===== src/rtl/oit_pkg.sv =====
package oit_pkg;
   localparam int unsigned ADDR_W = 12;
   // Register indices; byte address is four times the index
   localparam logic [9:0] IDX_MODE  = 10'h0d8;
   localparam logic [9:0] IDX_COUNT = 10'h0d9;
   localparam logic [9:0] IDX_IRQ   = 10'h0da;
   // Field positions
   localparam int unsigned MODE_EN_BIT  = 7;
   localparam int unsigned MODE_RATE_LO = 4;
   localparam int unsigned IRQ_FLAG_BIT = 0;
   localparam int unsigned IRQ_IEN_BIT  = 1;
   // Reset values and the count top value
   localparam logic [7:0] MODE_RST  = 8'h00;
   localparam logic [7:0] COUNT_RST = 8'h00;
   localparam logic [7:0] PRE_RST   = 8'h00;
   localparam logic [7:0] COUNT_TOP = 8'hff;
   // Bus responses
   localparam logic [1:0] RESP_OKAY   = 2'h0;
   localparam logic [1:0] RESP_SLVERR = 2'h2;

   typedef struct packed {
      logic       count_enable;
      logic [2:0] prescale_select;
      logic [3:0] unused;
   } oit_mode_t;

   typedef struct packed {
      logic overflow_irq_enable;
      logic overflow_request_flag;
   } oit_irq_t;

   typedef enum logic [1:0] {
      OIT_IDLE = 2'b01,
      OIT_RESP = 2'b10
   } oit_bus_st_t;
endpackage


===== src/rtl/oit_prescaler.sv =====
`timescale 1ns/1ps
module oit_prescaler
   import oit_pkg::*;
(
   // Clock and reset
   input  wire logic       aclk,
   input  wire logic       aresetn,
   // Control
   input  wire logic       enable,
   input  wire logic [2:0] prescale_select,
   // Count tick
   output logic            tick
);
   logic [7:0] div_ff;
   logic [7:0] nxt_div;
   logic [7:0] mask;

   // Divider is held at zero while stopped so a restart gives a full first period
   always_comb
   begin
      mask    = 8'hff >> prescale_select;
      nxt_div = enable ? div_ff + 8'h01 : PRE_RST;
   end

   always_ff @(posedge aclk)
   begin
      if (!aresetn)
         div_ff <= PRE_RST;
      else
         div_ff <= nxt_div;
   end

   assign tick = enable && ((div_ff & mask) == mask);
endmodule


===== src/rtl/oit_timer.sv =====
// Register access over AXI4-Lite was chosen for this implementation.
`timescale 1ns/1ps
module oit_timer
   import oit_pkg::*;
(
   // Clock and reset
   input  wire logic                         aclk,
   input  wire logic                         aresetn,
   // Write address channel
   input  wire logic [oit_pkg::ADDR_W-1:0]   s_axi_awaddr,
   input  wire logic                         s_axi_awvalid,
   output logic                              s_axi_awready,
   // Write data channel
   input  wire logic [31:0]                  s_axi_wdata,
   input  wire logic [3:0]                   s_axi_wstrb,
   input  wire logic                         s_axi_wvalid,
   output logic                              s_axi_wready,
   // Write response channel
   output logic [1:0]                        s_axi_bresp,
   output logic                              s_axi_bvalid,
   input  wire logic                         s_axi_bready,
   // Read address channel
   input  wire logic [oit_pkg::ADDR_W-1:0]   s_axi_araddr,
   input  wire logic                         s_axi_arvalid,
   output logic                              s_axi_arready,
   // Read data channel
   output logic [31:0]                       s_axi_rdata,
   output logic [1:0]                        s_axi_rresp,
   output logic                              s_axi_rvalid,
   input  wire logic                         s_axi_rready,
   // System
   input  wire logic                         green_mode,
   output logic                              timeout_pulse,
   output logic                              wake_request,
   output logic                              irq_request
);
   import oit_pkg::*;

   function automatic logic [1:0] reg_sel(input logic [ADDR_W-1:0] addr);
      logic [9:0] idx;
      idx = addr[ADDR_W-1:2];
      if (idx == IDX_MODE)
         reg_sel = 2'h1;
      else if (idx == IDX_COUNT)
         reg_sel = 2'h2;
      else if (idx == IDX_IRQ)
         reg_sel = 2'h3;
      else
         reg_sel = 2'h0;
   endfunction

   oit_bus_st_t wr_st_ff, nxt_wr_st, rd_st_ff, nxt_rd_st;
   logic [1:0]  bresp_ff, nxt_bresp, rresp_ff, nxt_rresp;
   logic [31:0] rdata_ff, nxt_rdata;
   oit_mode_t   mode_ff, nxt_mode;
   oit_irq_t    irq_ff, nxt_irq;
   logic [7:0]  count_ff, nxt_count;
   logic        tout_ff, nxt_tout, wake_ff, nxt_wake;
   logic        wr_go, rd_go, mode_wr, count_wr, irq_wr, tick, ovf;
   logic [1:0]  wsel, rsel;

   oit_prescaler u_pre (
      .aclk            (aclk),
      .aresetn         (aresetn),
      .enable          (mode_ff.count_enable),
      .prescale_select (mode_ff.prescale_select),
      .tick            (tick)
   );

   // Address and data are taken together; waiting for both keeps one write in flight
   assign s_axi_awready = (wr_st_ff == OIT_IDLE) && s_axi_awvalid && s_axi_wvalid;
   assign s_axi_wready  = s_axi_awready;
   assign s_axi_arready = (rd_st_ff == OIT_IDLE);
   assign s_axi_bvalid  = (wr_st_ff == OIT_RESP);
   assign s_axi_rvalid  = (rd_st_ff == OIT_RESP);
   assign s_axi_bresp   = bresp_ff;
   assign s_axi_rresp   = rresp_ff;
   assign s_axi_rdata   = rdata_ff;
   assign timeout_pulse = tout_ff;
   assign wake_request  = wake_ff;
   assign irq_request   = irq_ff.overflow_request_flag && irq_ff.overflow_irq_enable;

   always_comb
   begin
      wr_go    = s_axi_awready;
      rd_go    = s_axi_arvalid && s_axi_arready;
      wsel     = reg_sel(s_axi_awaddr);
      rsel     = reg_sel(s_axi_araddr);
      mode_wr  = wr_go && s_axi_wstrb[0] && (wsel == 2'h1);
      count_wr = wr_go && s_axi_wstrb[0] && (wsel == 2'h2);
      irq_wr   = wr_go && s_axi_wstrb[0] && (wsel == 2'h3);
      ovf      = tick && (count_ff == COUNT_TOP);
      // Bus state
      nxt_wr_st = wr_st_ff;
      nxt_bresp = bresp_ff;
      case (wr_st_ff)
         OIT_IDLE:
         begin
            if (wr_go)
            begin
               nxt_wr_st = OIT_RESP;
               nxt_bresp = (wsel == 2'h0) ? RESP_SLVERR : RESP_OKAY;
            end
         end
         OIT_RESP:
         begin
            if (s_axi_bready)
               nxt_wr_st = OIT_IDLE;
         end
         default: nxt_wr_st = OIT_IDLE;
      endcase
      nxt_rd_st = rd_st_ff;
      nxt_rresp = rresp_ff;
      nxt_rdata = rdata_ff;
      case (rd_st_ff)
         OIT_IDLE:
         begin
            if (rd_go)
            begin
               nxt_rd_st = OIT_RESP;
               nxt_rresp = (rsel == 2'h0) ? RESP_SLVERR : RESP_OKAY;
               case (rsel)
                  2'h1:    nxt_rdata = {24'h000000, mode_ff.count_enable, mode_ff.prescale_select, 4'h0};
                  2'h2:    nxt_rdata = {24'h000000, count_ff};
                  2'h3:    nxt_rdata = {30'h0, irq_ff};
                  default: nxt_rdata = 32'h00000000;
               endcase
            end
         end
         OIT_RESP:
         begin
            if (s_axi_rready)
               nxt_rd_st = OIT_IDLE;
         end
         default: nxt_rd_st = OIT_IDLE;
      endcase
      // Timer state
      nxt_mode = mode_ff;
      if (mode_wr)
      begin
         nxt_mode.count_enable    = s_axi_wdata[MODE_EN_BIT];
         nxt_mode.prescale_select = s_axi_wdata[MODE_RATE_LO+:3];
      end
      nxt_mode.unused = 4'h0;
      if (count_wr)
         nxt_count = s_axi_wdata[7:0];
      else if (tick)
         nxt_count = count_ff + 8'h01;
      else
         nxt_count = count_ff;
      nxt_irq = irq_ff;
      if (irq_wr)
      begin
         nxt_irq.overflow_irq_enable = s_axi_wdata[IRQ_IEN_BIT];
         // Writing zero clears the flag; a one leaves it alone
         if (!s_axi_wdata[IRQ_FLAG_BIT])
            nxt_irq.overflow_request_flag = 1'b0;
      end
      // An overflow in the clearing cycle is kept
      if (ovf)
         nxt_irq.overflow_request_flag = 1'b1;
      nxt_tout = ovf;
      nxt_wake = ovf && mode_ff.count_enable && green_mode;
   end

   always_ff @(posedge aclk)
   begin
      if (!aresetn)
      begin
         wr_st_ff <= OIT_IDLE;
         rd_st_ff <= OIT_IDLE;
         bresp_ff <= RESP_OKAY;
         rresp_ff <= RESP_OKAY;
         rdata_ff <= 32'h00000000;
         mode_ff  <= MODE_RST;
         count_ff <= COUNT_RST;
         irq_ff   <= 2'h0;
         tout_ff  <= 1'b0;
         wake_ff  <= 1'b0;
      end
      else
      begin
         wr_st_ff <= nxt_wr_st;
         rd_st_ff <= nxt_rd_st;
         bresp_ff <= nxt_bresp;
         rresp_ff <= nxt_rresp;
         rdata_ff <= nxt_rdata;
         mode_ff  <= nxt_mode;
         count_ff <= nxt_count;
         irq_ff   <= nxt_irq;
         tout_ff  <= nxt_tout;
         wake_ff  <= nxt_wake;
      end
   end

   property p_wrap;
      @(posedge aclk) disable iff (!aresetn)
      (tick && count_ff == 8'hff && !count_wr) |=> (count_ff == 8'h00) && timeout_pulse ##1 !timeout_pulse;
   endproperty
   a_wrap: assert property (p_wrap) else $error("Wrap did not reach zero with one time-out");

   property p_keep_counting;
      @(posedge aclk) disable iff (!aresetn)
      timeout_pulse && !$past(mode_wr) |-> mode_ff.count_enable;
   endproperty
   a_keep_counting: assert property (p_keep_counting) else $error("Counter stopped on overflow");

   property p_wake;
      @(posedge aclk) disable iff (!aresetn)
      timeout_pulse |-> (wake_request == $past(green_mode && mode_ff.count_enable));
   endproperty
   a_wake: assert property (p_wake) else $error("Wake request wrong on time-out");

   property p_gate;
      @(posedge aclk) disable iff (!aresetn)
      (!mode_ff.count_enable && !count_wr) |=> $stable(count_ff) && !timeout_pulse;
   endproperty
   a_gate: assert property (p_gate) else $error("Count moved while disabled");

   property p_div2;
      @(posedge aclk) disable iff (!aresetn)
      (tick && mode_ff.prescale_select == 3'h7 && !mode_wr) ##1 !mode_wr |-> !tick ##1 tick;
   endproperty
   a_div2: assert property (p_div2) else $error("Divide by two spacing wrong");

   property p_load;
      @(posedge aclk) disable iff (!aresetn)
      count_wr |=> count_ff == $past(s_axi_wdata[7:0]);
   endproperty
   a_load: assert property (p_load) else $error("Count write not loaded");

   property p_step;
      @(posedge aclk) disable iff (!aresetn)
      (tick && !count_wr) |=> count_ff == $past(count_ff) + 8'h01;
   endproperty
   a_step: assert property (p_step) else $error("Count did not step by one");

   property p_flag;
      @(posedge aclk) disable iff (!aresetn)
      timeout_pulse |-> irq_ff.overflow_request_flag ##0 (irq_request == irq_ff.overflow_irq_enable);
   endproperty
   a_flag: assert property (p_flag) else $error("Overflow flag or request wrong");
endmodule


===== config.mk =====
export PLATFORM = sky130hd
export DESIGN_NAME = oit_timer
export DESIGN_NICKNAME = d
export VERILOG_FILES = /design/src/rtl/oit_pkg.sv /design/src/rtl/oit_prescaler.sv /design/src/rtl/oit_timer.sv
export SDC_FILE = /design/constraint.sdc
export NUM_CORES = 1
export LEC_CHECK = 0
export ABC_CLOCK_PERIOD_IN_PS = 1500
export BUFFER_PORTS_ARGS = -buffer_cell sky130_fd_sc_hd__buf_4
export CORE_ASPECT_RATIO = 0.7
export CORE_MARGIN = 1
export CORE_UTILIZATION = 35
export CTS_BUF_LIST = sky130_fd_sc_hd__clkbuf_16
export DETAILED_ROUTE_END_ITERATION = 16
export PLACE_DENSITY_LB_ADDON = 0.08
export SLEW_MARGIN = 20
export SYNTH_ARGS = -nofsm -noshare
export SYNTH_HDL_FRONTEND = slang
export SYNTH_SLANG_ARGS = --single-unit
export TNS_END_PERCENT = 5

===== constraint.sdc =====
create_clock -name aclk -period 1.5 [get_ports aclk]
set_input_delay 0.15 -clock aclk [delete_from_list [all_inputs] [get_ports aclk]]
set_output_delay 0.15 -clock aclk [all_outputs]
set_load 0.02 [all_outputs]

==> metrics.yaml <==
detailed_routing:
  drtIter0Drc: 64
  routed_via_density: 4.488
  dr.pass1.iters: 4
  vias: 1638
  drc: 0
  wl_per_cell_um: 11.77
  drt-total-wl_mm: 4.295
  postRouteAntennaNets: 0
global_route:
  grt_remaining_overflow: 0
  grt_first_pass_wirelength_mm: 7.065
  antenna_found_initial: 0
  grtUsageTotal: 0.1504
  grt_pass1_vias: 1444
  grt_start_max_net_pins: 23
yosys:
  synth_area_mm2: 0.002006
  yosysSeqAreaShare: 0.3793
  ys.flop_type: "dfxtp_1"
  yosysWarnings: 0
  synthArstFlopShare: 0
  syn_inst: 222
  syn_avg_cell_area_um2: 9.035
  synth_edf_count: 0
  synth-seq-cells: 38
  synth.distinct_cells: 41
place:
  numPortBuffers: 54
  placed_area_mm2: 0.002492
  place.gp.congestion: 0.7346
  dp_hpwl_mm: 3.343
critical_path:
  critPathKind: "flop to flop"
  cpPeakStageDelay_ns: 0.36
  critPathMaxFanout: 7
  critPathBufInv: 1
  arrival_ns: 1.58
  required_ns: 1.65
  critPathCaptureType: "flop"
  reg2reg_depth: 6
  start_kind: "flop"
  path_cells: "o21ai_2 -> a211oi_4 -> buf_6 -> o21ai_4 -> mux2i_1 -> o22ai_1"
  crit_family: "compound AO/OA/AOI/OAI gates"
  critPathSlowestCell: "dfxtp_4"
  cp.depth: 6
finish:
  fillers: 534
  drive_gt1_frac: 0.3140
  nets: 362
  area_growth_pct: 34.68
  layout.cells.most_common_list: "buf_4 (70), dfxtp_1 (34), conb_1 (26)"
  final_core_util: 0.5033
  stdcell_area_mm2: 0.002701
  final_common_cell: "buf_4"
  antennaDiodeCount: 0
hold_path:
  hp-class: "input pin to flop"
  min_path_cells: 2
sta:
  fin_crit_sh: 0.9519
  fin_crit_ns: 1.428
  setup_violations: 0
  grt_setup_unrepaired: "true"
  tns_ns: 0
  fmax_mhz: 700.3
  drv_slew: 0
  fin_skew_ns: 0.006194
  hold_viol: 0
clock_tree:
  cts_tree: "done"
  cts_hold_buffers: 0
  clock-sinks: 38
  root_buffer: "clkbuf_16"
  clk_pin_slew_ns: 0.06
  clk-insertion-delay-late_ns: 0.28
  cts_made_buffers: 5
  clockBufferDepth: 2
  htree_levels: 2
job:
  drv_cap: 0
floorplanning:
  die_width_um: 92.48
  num_rows: 22
  die_h_um: 65.34
  start_util: 0.3737
  core-area_mm2: 0.005368
  pin_count: 112
  dieArea_mm2: 0.006042
pwr:
  ir_worst_vdd_v: 0.0004030
  power_density_mw_per_mm2: 901.4
  p_leak_uw: 0.001171
outcome:
  status: "finished, final reports clean"
[power by group]
group          internal (uW)  switching [uW]
clock network            772             399
logic                    102             140
registers               1020            4.95
[cell families (layout without fill, tap and decap cells)]
group                      count (synthesis)  in the layout  share of synthesized area
muxes                                     10             10                    0.04991
adders and majority gates                  2              2                    0.01247
xor gates and xnor gates                  13             13                    0.05677
AOI/OAI and AO/OA                         38             38                     0.1372
buffers and inverters                     37             83                     0.1204
and+or+nand+nor                           83             83                     0.2421
DFF                                       38             38                     0.3793
other                                      1             26                   0.001870
[timing repair]
action	in CTS	in global routing
setup endpoints to repair	10	8
pin swaps	1	1
resized for setup	3	9
setup buffers	1	0
[worst paths after layout]
kind / to / slack [ns] / startpoint
setup / recovery: count_ff[1]$_SDFFE_PN0P_ / 0.07 / mode_ff[5]$_SDFFE_PN0P_
hold / removal: wake_request$_SDFF_PN0_ / 0.07 / green_mode
setup reg to reg: count_ff[1]$_SDFFE_PN0P_ / 0.07 / mode_ff[5]$_SDFFE_PN0P_
hold reg to reg: irq_ff[0]$_SDFFE_PN0P_ / 0.50 / irq_ff[0]$_SDFFE_PN0P_
[area by class of cell]
type                       instances  area, um2  share of cell area
clock inverter                     3      37.54             0.01390
inverter                           3      11.26            0.004169
sequential                        38      770.7              0.2853
multi-input combinational        172       1119              0.4141
clock buffer                       5      125.1             0.04632
timing repair buffer              72      548.0              0.2029
tap                               72      90.09             0.03335
[synthesized netlist by cell type (all sizes together) (4+ instances only)]
library cell | count | area share
dfxtp | 38 | 0.38
clkbuf | 5 | 0.0094
buf | 29 | 0.11
nand4 | 4 | 0.016
o2111ai | 4 | 0.017
o21ai | 11 | 0.029
nand3 | 4 | 0.010
nand2 | 23 | 0.043
nor2 | 11 | 0.021
nor2b | 16 | 0.050
o22ai | 8 | 0.025
mux2i | 10 | 0.050
and2 | 10 | 0.031
xor2 | 11 | 0.048
[metrics by stage]
| step | total power (uW) | cells | hold slack (ns) | setup WS [ns] |
|---|---|---|---|---|
| after floorplan | 1231 | 247 | 0.2717 | 0.08135 |
| after global placement | 1288 | 356 | 0.3576 | -0.1020 |
| after detailed placement | 1289 | 356 | 0.3559 | -0.09019 |
| after CTS | 2468 | 365 | 0.06741 | 0.009233 |
| after global routing | 2542 | 365 | 0.07413 | -0.005603 |
| final | 2435 | 365 | 0.07181 | 0.07212 |
[flip-flops by register name (all words and copies together), names as in the netlist, 2 cells and up]
name,count
irq_ff,2
wr_st_ff,2
rd_st_ff,2
u_pre.div_ff,8
s_axi_rdata,8
mode_ff,4
count_ff,8
[per-layer routing]
metal	vias up	global-route usage	part of all wire
met2	58	0.2046	0.38
met3	2	0.04514	0.073
li1	855	-	-
met4	0	0.03516	0.0049
met5	-	0	0
met1	723	0.2268	0.54
[worst register-to-register path, stage by stage (launching register included)]
cell	delay, ns
dfxtp_4	0.36
o21ai_2	0.18
a211oi_4	0.08
buf_6	0.15
o21ai_4	0.20
mux2i_1	0.23
o22ai_1	0.10
No activity file was read; power rests on OpenSTA's default activity.
